File: config.mk
export PLATFORM = sky130hd
export DESIGN_NAME = port_pin_function_mux
export DESIGN_NICKNAME = d
export VERILOG_FILES = /design/src/core/pin_sync.v /design/src/core/port_pin_function_mux.v
export VERILOG_INCLUDE_DIRS = /design/src /design/src/common
export SDC_FILE = /design/constraint.sdc
export NUM_CORES = 1
export LEC_CHECK = 0
export ABC_AREA = 1
export BUFFER_PORTS_ARGS = -buffer_cell sky130_fd_sc_hd__buf_2
export CAP_MARGIN = 20
export CORE_ASPECT_RATIO = 1.2
export CORE_UTILIZATION = 56
export CTS_CLUSTER_DIAMETER = 30
export CTS_CLUSTER_SIZE = 28
export DETAILED_ROUTE_END_ITERATION = 6
export PLACE_DENSITY = 0.84
export REMOVE_ABC_BUFFERS = 1
export SLEW_MARGIN = 15
export SYNTH_ARGS = -nofsm -noshare
export SYNTH_HDL_FRONTEND = slang
export SYNTH_HIERARCHICAL = 1
export SYNTH_SLANG_ARGS = --single-unit
File: constraint.sdc
create_clock -name clock -period 2.6 [get_ports clock]
set_input_delay 0.13 -clock clock [delete_from_list [all_inputs] [get_ports clock]]
set_output_delay 0.13 -clock clock [all_outputs]
set_load 0.02 [all_outputs]
File: src/common/port_mux_consts.vh
`ifndef PORT_MUX_CONSTS_VH
`define PORT_MUX_CONSTS_VH
// Register groups, selected by address bits 7:5
`define GRP_OUT        3'h0
`define GRP_DIR        3'h1
`define GRP_PULLUP     3'h2
`define GRP_PIN        3'h3
`define GRP_CTRL       3'h4
// Port slot within a group, address bits 4:2
`define SLOT_LOW_ADDR  3'h0
`define SLOT_HIGH_ADDR 3'h1
`define SLOT_STROBE    3'h2
`define SLOT_TIMER     3'h3
`define SLOT_SELECT    3'h4
`define NUM_SLOTS      3'h5
// Control group registers, address bits 4:2
`define CTRL_MEM_MODE  3'h0
`define CTRL_TIMER_FN  3'h1
`define CTRL_SELECT_FN 3'h2
`define CTRL_STATUS    3'h3
// Memory expansion mode register fields
`define MEM_EXP_BIT    1
`define MEM_WAIT_BIT   2
`define MEM_KR_VALUE   8'h01
// Timer function register: bit 6 puts the buzzer on pin 5
`define TMR_BUZ_BIT    6
`define TMR_FN_MASK    7'h7F
// Status register: key-return flag
`define STAT_KR_BIT    0
// Flat pin vector: 5 slots of 8 bits, unused bits held at zero
`define PIN_BITS       40
`define PIN_MASK       40'h013F0FFFFF
// Reset values
`define RST_DIR        40'h013F0FFFFF
`define RST_OUT        40'h0000000000
`define RST_PULLUP     40'h0000000000
`define RST_MEM        8'h00
// Timer slot, wait and select bit positions in the flat vector
`define TMR_BASE       24
`define BIT_CNT0_CLK   24
`define BIT_CNT0_B     25
`define BIT_TMR50      26
`define BIT_TMR51      27
`define BIT_CNT1_B     28
`define BIT_CNT1_CLK   29
`define BIT_WAIT       18
`define BIT_SELECT     32
// Fixed alternate output enables per slot
`define ALT_OE_STROBE  4'hB
`define ALT_OE_TIMER   6'h3D
// Bus responses
`define RESP_OKAY      2'h0
`define RESP_SLVERR    2'h2
`endif

File: src/core/pin_sync.v
`timescale 1ns/1ps
// Three-stage pin synchroniser with agreement filter
module pin_sync #(
  parameter W = 8,
  parameter [W-1:0] INIT = {W{1'b0}}
) (
  input  wire         clock,
  input  wire         resetn,
  input  wire [W-1:0] pinIn,
  output reg  [W-1:0] stable
);
  reg [W-1:0] s1_r;
  reg [W-1:0] s2_r;
  reg [W-1:0] s3_r;

  // Level taken only when stages two and three agree
  always @(posedge clock or negedge resetn) begin
    if (!resetn) begin
      s1_r   <= INIT;
      s2_r   <= INIT;
      s3_r   <= INIT;
      stable <= INIT;
    end else begin
      s1_r   <= pinIn;
      s2_r   <= s1_r;
      s3_r   <= s2_r;
      stable <= (s2_r & ~(s2_r ^ s3_r)) | (stable & (s2_r ^ s3_r));
    end
  end
endmodule // pin_sync

File: src/core/port_pin_function_mux.v
// Our own choices: the register addresses and the AXI4-Lite slave port.
`timescale 1ns/1ps
`include "port_mux_consts.vh"
module port_pin_function_mux (
  input  wire        clock,
  input  wire        resetn,
  // AXI4-Lite register slave
  input  wire [7:0]  s_axi_awaddr,
  input  wire        s_axi_awvalid,
  output wire        s_axi_awready,
  input  wire [31:0] s_axi_wdata,
  input  wire [3:0]  s_axi_wstrb,
  input  wire        s_axi_wvalid,
  output wire        s_axi_wready,
  output reg  [1:0]  s_axi_bresp,
  output reg         s_axi_bvalid,
  input  wire        s_axi_bready,
  input  wire [7:0]  s_axi_araddr,
  input  wire        s_axi_arvalid,
  output wire        s_axi_arready,
  output reg  [31:0] s_axi_rdata,
  output reg  [1:0]  s_axi_rresp,
  output reg         s_axi_rvalid,
  input  wire        s_axi_rready,
  // Pins, four signals each
  input  wire [7:0]  lowPortIn,
  output wire [7:0]  lowPortOut,
  output wire [7:0]  lowPortOe,
  output wire [7:0]  lowPortPullup,
  input  wire [7:0]  highPortIn,
  output wire [7:0]  highPortOut,
  output wire [7:0]  highPortOe,
  output wire [7:0]  highPortPullup,
  input  wire [3:0]  strobePortIn,
  output wire [3:0]  strobePortOut,
  output wire [3:0]  strobePortOe,
  output wire [3:0]  strobePortPullup,
  input  wire [5:0]  timerPortIn,
  output wire [5:0]  timerPortOut,
  output wire [5:0]  timerPortOe,
  output wire [5:0]  timerPortPullup,
  input  wire        selectPortIn,
  output wire        selectPortOut,
  output wire        selectPortOe,
  output wire        selectPortPullup,
  // Expansion bus controller side
  input  wire [7:0]  muxedAddrDataOut,
  input  wire        muxedAddrDataOe,
  input  wire [7:0]  upperAddrBus,
  input  wire        readStrobeN,
  input  wire        writeStrobeN,
  input  wire        addrLatchStrobe,
  output wire [7:0]  muxedAddrDataIn,
  output wire        waitInN,
  output wire        expansionMode,
  // Timers, clock and buzzer side
  input  wire        cnt0TimerOut,
  input  wire        cnt1TimerOut,
  input  wire        tmr50Out,
  input  wire        tmr51Out,
  input  wire        clockOutPin,
  input  wire        buzzerOutPin,
  output wire        cnt0ClockCaptureIn,
  output wire        cnt0CaptureInB,
  output wire        cnt1ClockCaptureIn,
  output wire        cnt1CaptureInB,
  output wire        tmr50CountIn,
  output wire        tmr51CountIn,
  // Serial interface and interrupt side
  output wire        serialChipSelectN,
  output wire        keyReturnIrqFlag
);
  // Software state, 8-bit slots per port
  reg  [39:0] outLatch_r;
  reg  [39:0] dirReg_r;
  reg  [39:0] pullupReg_r;
  reg  [7:0]  memMode_r;
  reg  [6:0]  timerFn_r;
  reg         selectFn_r;
  reg         krFlag_r;
  reg  [7:0]  lowPrev_r;
  reg  [39:0] pinOut_r;
  reg  [39:0] pinOe_r;
  reg  [39:0] pinPullup_r;
  // Write channel holding registers
  reg  [7:0]  awAddr_r;
  reg         awHeld_r;
  reg  [31:0] wData_r;
  reg  [3:0]  wStrb_r;
  reg         wHeld_r;
  wire [39:0] pinsRaw;
  wire [39:0] pinsSync;
  wire        expOn;
  wire        waitOn;
  wire        krArmed;
  wire        krEdge;
  wire        doWrite;
  wire        wrClear;
  reg  [39:0] ctrlVec;
  reg  [39:0] altOut;
  reg  [39:0] altOe;
  reg  [39:0] pinOut_nxt;
  reg  [39:0] pinOe_nxt;
  reg  [39:0] pinPullup_nxt;
  reg  [31:0] rdData_nxt;

  // Address is mapped when word aligned and in the control group, or in a port group with slot in range
  function mapped;
    input [7:0] a;
    begin
      if (a[1:0] != 2'b00)
        mapped = 1'b0;
      else if (a[7:5] == `GRP_CTRL)
        mapped = 1'b1;
      else
        mapped = (a[7:5] <= `GRP_PIN) && (a[4:2] < `NUM_SLOTS);
    end
  endfunction

  // One port slot out of a flat vector; the wide shift is cut on purpose
  function [7:0] slotByte;
    input [39:0] v;
    input [2:0]  s;
    reg   [39:0] t;
    begin
      t        = (v & `PIN_MASK) >> {s, 3'b000};
      slotByte = t[7:0];
    end
  endfunction

  // Raw pins into flat slots
  assign pinsRaw = {7'h00, selectPortIn, 2'b00, timerPortIn,
                    4'h0, strobePortIn, highPortIn, lowPortIn};

  // All pins leave reset reading high, so no false edges
  pin_sync #(
    .W    (`PIN_BITS),
    .INIT (`PIN_MASK)
  ) u_sync (
    .clock  (clock),
    .resetn (resetn),
    .pinIn  (pinsRaw),
    .stable (pinsSync)
  );

  assign expOn   = memMode_r[`MEM_EXP_BIT];
  assign waitOn  = expOn & memMode_r[`MEM_WAIT_BIT];
  assign krArmed = (memMode_r == `MEM_KR_VALUE);
  // Edge from filtered levels only, never the first stage
  assign krEdge  = krArmed & |(lowPrev_r & ~pinsSync[7:0]);

  // Function ownership and alternate drive per bit
  always @* begin
    ctrlVec = 40'h0;
    altOut  = 40'h0;
    altOe   = 40'h0;
    ctrlVec[7:0]   = {8{expOn}};
    altOut[7:0]    = muxedAddrDataOut;
    altOe[7:0]     = {8{muxedAddrDataOe}};
    ctrlVec[15:8]  = {8{expOn}};
    altOut[15:8]   = upperAddrBus;
    altOe[15:8]    = 8'hFF;
    // Wait pin joins the bus only with external wait on
    ctrlVec[19:16] = {expOn, waitOn, expOn, expOn};
    altOut[19:16]  = {addrLatchStrobe, 1'b1, writeStrobeN, readStrobeN};
    altOe[19:16]   = `ALT_OE_STROBE;
    ctrlVec[29:24] = timerFn_r[5:0];
    altOut[29:24]  = {timerFn_r[`TMR_BUZ_BIT] ? buzzerOutPin
                                               : cnt1TimerOut,
                      clockOutPin, tmr51Out, tmr50Out, 1'b0,
                      cnt0TimerOut};
    altOe[29:24]   = `ALT_OE_TIMER;
    ctrlVec[32]    = selectFn_r;
  end

  // Port mode follows registers, control mode the function
  always @* begin
    pinOut_nxt    = (ctrlVec & altOut) | (~ctrlVec & outLatch_r);
    pinOe_nxt     = ((ctrlVec & altOe) | (~ctrlVec & ~dirReg_r))
                    & `PIN_MASK;
    // Pull-up only on port-mode inputs
    pinPullup_nxt = pullupReg_r & dirReg_r & ~ctrlVec
                    & `PIN_MASK;
  end

  // Pin drivers from flip-flops
  always @(posedge clock or negedge resetn) begin
    if (!resetn) begin
      pinOut_r    <= 40'h0;
      pinOe_r     <= 40'h0;
      pinPullup_r <= 40'h0;
      lowPrev_r   <= 8'hFF;
    end else begin
      pinOut_r    <= pinOut_nxt & `PIN_MASK;
      pinOe_r     <= pinOe_nxt;
      pinPullup_r <= pinPullup_nxt;
      lowPrev_r   <= pinsSync[7:0];
    end
  end

  assign lowPortOut       = pinOut_r[7:0];
  assign lowPortOe        = pinOe_r[7:0];
  assign lowPortPullup    = pinPullup_r[7:0];
  assign highPortOut      = pinOut_r[15:8];
  assign highPortOe       = pinOe_r[15:8];
  assign highPortPullup   = pinPullup_r[15:8];
  assign strobePortOut    = pinOut_r[19:16];
  assign strobePortOe     = pinOe_r[19:16];
  assign strobePortPullup = pinPullup_r[19:16];
  assign timerPortOut     = pinOut_r[29:24];
  assign timerPortOe      = pinOe_r[29:24];
  assign timerPortPullup  = pinPullup_r[29:24];
  assign selectPortOut    = pinOut_r[32];
  assign selectPortOe     = pinOe_r[32];
  assign selectPortPullup = pinPullup_r[32];

  // Function inputs; captures see pins in either mode
  assign muxedAddrDataIn    = pinsSync[7:0];
  assign waitInN            = waitOn ? pinsSync[`BIT_WAIT] : 1'b1;
  assign expansionMode      = expOn;
  assign cnt0ClockCaptureIn = pinsSync[`BIT_CNT0_CLK];
  assign cnt0CaptureInB     = pinsSync[`BIT_CNT0_B];
  assign cnt1ClockCaptureIn = pinsSync[`BIT_CNT1_CLK];
  assign cnt1CaptureInB     = pinsSync[`BIT_CNT1_B];
  assign tmr50CountIn       = pinsSync[`BIT_TMR50];
  assign tmr51CountIn       = pinsSync[`BIT_TMR51];
  // Idle high when the pin is a port bit
  assign serialChipSelectN  = selectFn_r ? pinsSync[`BIT_SELECT]
                                         : 1'b1;
  assign keyReturnIrqFlag   = krFlag_r;

  // Address and data accepted in either order
  assign s_axi_awready = ~awHeld_r & ~s_axi_bvalid;
  assign s_axi_wready  = ~wHeld_r & ~s_axi_bvalid;
  assign doWrite       = awHeld_r & wHeld_r & ~s_axi_bvalid;
  assign wrClear       = doWrite & wStrb_r[0]
                         & (awAddr_r[7:5] == `GRP_CTRL)
                         & (awAddr_r[4:2] == `CTRL_STATUS)
                         & wData_r[`STAT_KR_BIT];

  // Write channel capture and response
  always @(posedge clock or negedge resetn) begin
    if (!resetn) begin
      awAddr_r     <= 8'h00;
      awHeld_r     <= 1'b0;
      wData_r      <= 32'h00000000;
      wStrb_r      <= 4'h0;
      wHeld_r      <= 1'b0;
      s_axi_bvalid <= 1'b0;
      s_axi_bresp  <= `RESP_OKAY;
    end else begin
      if (s_axi_awvalid && s_axi_awready) begin
        awAddr_r <= s_axi_awaddr;
        awHeld_r <= 1'b1;
      end
      if (s_axi_wvalid && s_axi_wready) begin
        wData_r <= s_axi_wdata;
        wStrb_r <= s_axi_wstrb;
        wHeld_r <= 1'b1;
      end
      if (doWrite) begin
        awHeld_r     <= 1'b0;
        wHeld_r      <= 1'b0;
        s_axi_bvalid <= 1'b1;
        s_axi_bresp  <= mapped(awAddr_r) ? `RESP_OKAY : `RESP_SLVERR;
      end else if (s_axi_bvalid && s_axi_bready) begin
        s_axi_bvalid <= 1'b0;
      end
    end
  end

  // Register updates; only byte lane 0 carries data
  always @(posedge clock or negedge resetn) begin
    if (!resetn) begin
      outLatch_r  <= `RST_OUT;
      dirReg_r    <= `RST_DIR;
      pullupReg_r <= `RST_PULLUP;
      memMode_r   <= `RST_MEM;
      timerFn_r   <= 7'h00;
      selectFn_r  <= 1'b0;
    end else if (doWrite && wStrb_r[0] && mapped(awAddr_r)) begin
      case (awAddr_r[7:5])
        `GRP_OUT:
          outLatch_r[{awAddr_r[4:2], 3'b000} +: 8] <= wData_r[7:0];
        `GRP_DIR:
          dirReg_r[{awAddr_r[4:2], 3'b000} +: 8] <= wData_r[7:0];
        `GRP_PULLUP:
          pullupReg_r[{awAddr_r[4:2], 3'b000} +: 8] <= wData_r[7:0];
        `GRP_CTRL: begin
          case (awAddr_r[4:2])
            `CTRL_MEM_MODE:  memMode_r  <= wData_r[7:0];
            `CTRL_TIMER_FN:  timerFn_r  <= wData_r[6:0] & `TMR_FN_MASK;
            `CTRL_SELECT_FN: selectFn_r <= wData_r[0];
            default:         selectFn_r <= selectFn_r;
          endcase
        end
        default: outLatch_r <= outLatch_r;
      endcase
    end
  end

  // Sticky flag; a new edge beats a clear in the same cycle
  always @(posedge clock or negedge resetn) begin
    if (!resetn)
      krFlag_r <= 1'b0;
    else if (krEdge)
      krFlag_r <= 1'b1;
    else if (wrClear)
      krFlag_r <= 1'b0;
  end

  // Read data mux; unused slot bits read zero
  always @* begin
    rdData_nxt = 32'h00000000;
    case (s_axi_araddr[7:5])
      `GRP_OUT:    rdData_nxt[7:0] = slotByte(outLatch_r, s_axi_araddr[4:2]);
      `GRP_DIR:    rdData_nxt[7:0] = slotByte(dirReg_r, s_axi_araddr[4:2]);
      `GRP_PULLUP: rdData_nxt[7:0] = slotByte(pullupReg_r, s_axi_araddr[4:2]);
      `GRP_PIN:    rdData_nxt[7:0] = slotByte(pinsSync, s_axi_araddr[4:2]);
      `GRP_CTRL: begin
        case (s_axi_araddr[4:2])
          `CTRL_MEM_MODE:  rdData_nxt[7:0] = memMode_r;
          `CTRL_TIMER_FN:  rdData_nxt[6:0] = timerFn_r;
          `CTRL_SELECT_FN: rdData_nxt[0]   = selectFn_r;
          `CTRL_STATUS:    rdData_nxt[0]   = krFlag_r;
          default:         rdData_nxt      = 32'h00000000;
        endcase
      end
      default: rdData_nxt = 32'h00000000;
    endcase
    if (!mapped(s_axi_araddr))
      rdData_nxt = 32'h00000000;
  end

  // One read at a time, answer on the next edge
  assign s_axi_arready = ~s_axi_rvalid;

  always @(posedge clock or negedge resetn) begin
    if (!resetn) begin
      s_axi_rvalid <= 1'b0;
      s_axi_rdata  <= 32'h00000000;
      s_axi_rresp  <= `RESP_OKAY;
    end else if (s_axi_arvalid && s_axi_arready) begin
      s_axi_rvalid <= 1'b1;
      s_axi_rdata  <= rdData_nxt;
      s_axi_rresp  <= mapped(s_axi_araddr) ? `RESP_OKAY : `RESP_SLVERR;
    end else if (s_axi_rvalid && s_axi_rready) begin
      s_axi_rvalid <= 1'b0;
    end
  end
endmodule // port_pin_function_mux

==> results_dict.tcl <==
set metrics [dict create \
    setup_ws_ns 0.1218 \
    fin_area_mm2 0.01670 \
    syn_inst 1333 \
    port_buffers 198 \
    gp_congestion 0.9420 \
    post-route-util 0.7414 \
    drive_above_1_share 0.2902 \
    wirelength_mm 38.37 \
    required_ns 3.00 \
    arrival_ns 2.88 \
    endpoint_kind "flop" \
    worstPathCellList "inv_1 > ha_1 > ha_1 > inv_1 > nor4_1 > buf_4 > nand2_1 > buf_4 > nand2_1 > o21ai_0" \
    mostFrequentLayoutCells "428 x nand2_1, 197 x buf_2, 182 x dfrtp_1" \
    n_antenna_cell 0 \
    rsz0062_at_grt "false" \
    cpLargestDelayFamily "buffers and inverters" \
    worstMarginPinSlew_ns 0.6860 \
    grt_remaining_overflow 0 \
    p_sw_frac 0.2949 \
    fmaxAchievable_mhz 403.5 \
    grtUsageTotal 0.3320 \
    clkLatencyLatePin_ns 0.55 \
    syn_to_final_growth_pct 29.56 \
    drv_slew 0 \
    fill_cells 1489 \
    die_w_um 140.5 \
    tns_ns 0 \
    hold_viol 0 \
    p_leak_nw 8.146 \
    seq_power_share 0.409 \
    fin_worst_skew_ns 0.01277 \
    final_nets 1768 \
    ys_warn_count 6 \
    critPathMaxStageDelay_ns 0.49 \
    comb_power_share 0.120 \
    ant_nets 0 \
    rows 60 \
    cp_slowest_cell "dfrtp_1" \
    ios 252 \
    clkPwrFrac 0.471 \
    vias 10910 \
    p_per_area_mw_per_mm2 858.8 \
    die_h_um 168.2 \
    hp-class "input pin to asynchronous set/reset pin" \
    synth_area_mm2 0.01289 \
    core_area_mm2 0.02252 \
    post-dp-hpwl_mm 23.92 \
    clockBufferDepth 3 \
    min_period_over_period 0.9531 \
    p_switching_mw 4.229 \
    status "finished clean" \
    grt_max_degree 96 \
    p_int_mw 10.11 \
    path_clk_slew_ns 0.06 \
    wl_per_cell_um 19.47 \
    period_needed_ns 2.478 \
    drt_pass1_iterations 6 \
    first_global_vias 11210 \
    grt_pass1_wl_mm 59.00 \
    cts_tree "built" \
    antenna_found_initial 0 \
    place_area_mm2 0.01423 \
    timing.slew.headroom 0.5416 \
    ir_drop_uv 752.1 \
    cp-start-kind "flop" \
    path_buf_inv 4 \
    final_common_cell "nand2_1" \
    power_mw 14.34 \
    finalSetupViolations 0 \
    die_area_mm2 0.02363 \
    cts_buffers 51 \
    clockRootBuffer "clkbuf_16" \
    route.detailed.drc 0 \
    start_util 0.5723 \
    htree_num_levels 2 \
    maxCapViolCount 0 \
    cts_sinks 326 \
    via_per_inst 5.537 \
    drtIter0Drc 1115 \
    cp_max_fo 11 \
    pre_cts_ws_ns 0.2241 \
    crit_type "flop to flop" \
    syn_avg_cell_area_um2 9.669 \
]
per-stage QoR:
step / std cells / hold WS, ns
finish: 1971 / 0.05610
global placement: 1803 / 0.03525
global route: 1971 / 0.08819
CTS: 1971 / 0.06137
floorplan: 1293 / -0.1656
detailed placement: 1803 / 0.03809
metal layers:
metal,up-vias,global-route usage,share of wire
met4,0,0.1744,0.053
met3,149,0.06257,0.084
met1,5245,0.3932,0.36
met2,670,0.5774,0.50
li1,4850,-,-
met5,-,0,0
registers in the layout (all words and copies together), names as in the netlist, 7 cells and up, named ones only:
| signal | cells |
|---|---|
| pullupReg_r | 27 |
| timerFn_r | 7 |
| memMode_r | 8 |
| pinPullup_r | 27 |
| dirReg_r | 27 |
| awAddr_r | 8 |
| lowPrev_r | 8 |
| u_sync/s3_r | 27 |
| u_sync/s1_r | 27 |
| u_sync/s2_r | 27 |
| outLatch_r | 27 |
| pinOe_r | 27 |
| pinOut_r | 27 |
| s_axi_rdata | 8 |
| wData_r | 8 |
power groups by stage:
| stage | clock [mW] | combinational [mW] | sequential (mW) |
|---|---|---|---|
| finish | 6.75 | 1.72 | 5.87 |
| global route | 7.03 | 1.85 | 5.89 |
| CTS | 6.79 | 1.67 | 5.85 |
| detailed placement | 0 | 1.57 | 5.92 |
| global placement | 0 | 1.52 | 5.90 |
| floorplan | 0 | 0.802 | 5.87 |
worst paths after layout:
kind | start | endpoint | slack, ns | cells past startpoint
min | resetn | wData_r[1] | 0.06 | 2
min in group clock | s_axi_araddr[3] | s_axi_rdata[5] | 0.07 | 6
min reg2reg | u_sync/s1_r[6] | u_sync/s2_r[6] | 0.35 | 0
max | awAddr_r[2] | pullupReg_r[19] | 0.12 | 10
max reg2reg | awAddr_r[2] | pullupReg_r[19] | 0.12 | 10
max in group asynchronous | resetn | pinPullup_r[15] | 1.65 | 3
worst reg2reg max path, delay by kind of cell, from the launching register on:
kind / cells / cell delay [ns]
buffers and inverters: 4 / 0.72
AOI/OAI and AO/OA: 1 / 0.08
DFF: 1 / 0.49
and+or+nand+nor: 3 / 0.46
adders and majority gates: 2 / 0.57
area by class of cell:
| class | instances | area (µm²) | area share |
|---|---|---|---|
| clock inverters | 38 | 394.1 | 0.02360 |
| clock buffers | 56 | 1335 | 0.07995 |
| inverters | 112 | 420.4 | 0.02518 |
| multi-input cells | 855 | 3822 | 0.2289 |
| repair buffers | 305 | 2039 | 0.1221 |
| flip-flops and latches | 326 | 8338 | 0.4993 |
| well taps | 279 | 349.1 | 0.02091 |
timing repair:
action | CTS | global route
buffers inserted | 0 | 0
resized for setup | 0 | 0
endpoints found under the hold margin | 270 | 0
hold buffers | 74 | 0
No activity file was read; power rests on OpenSTA's default activity.
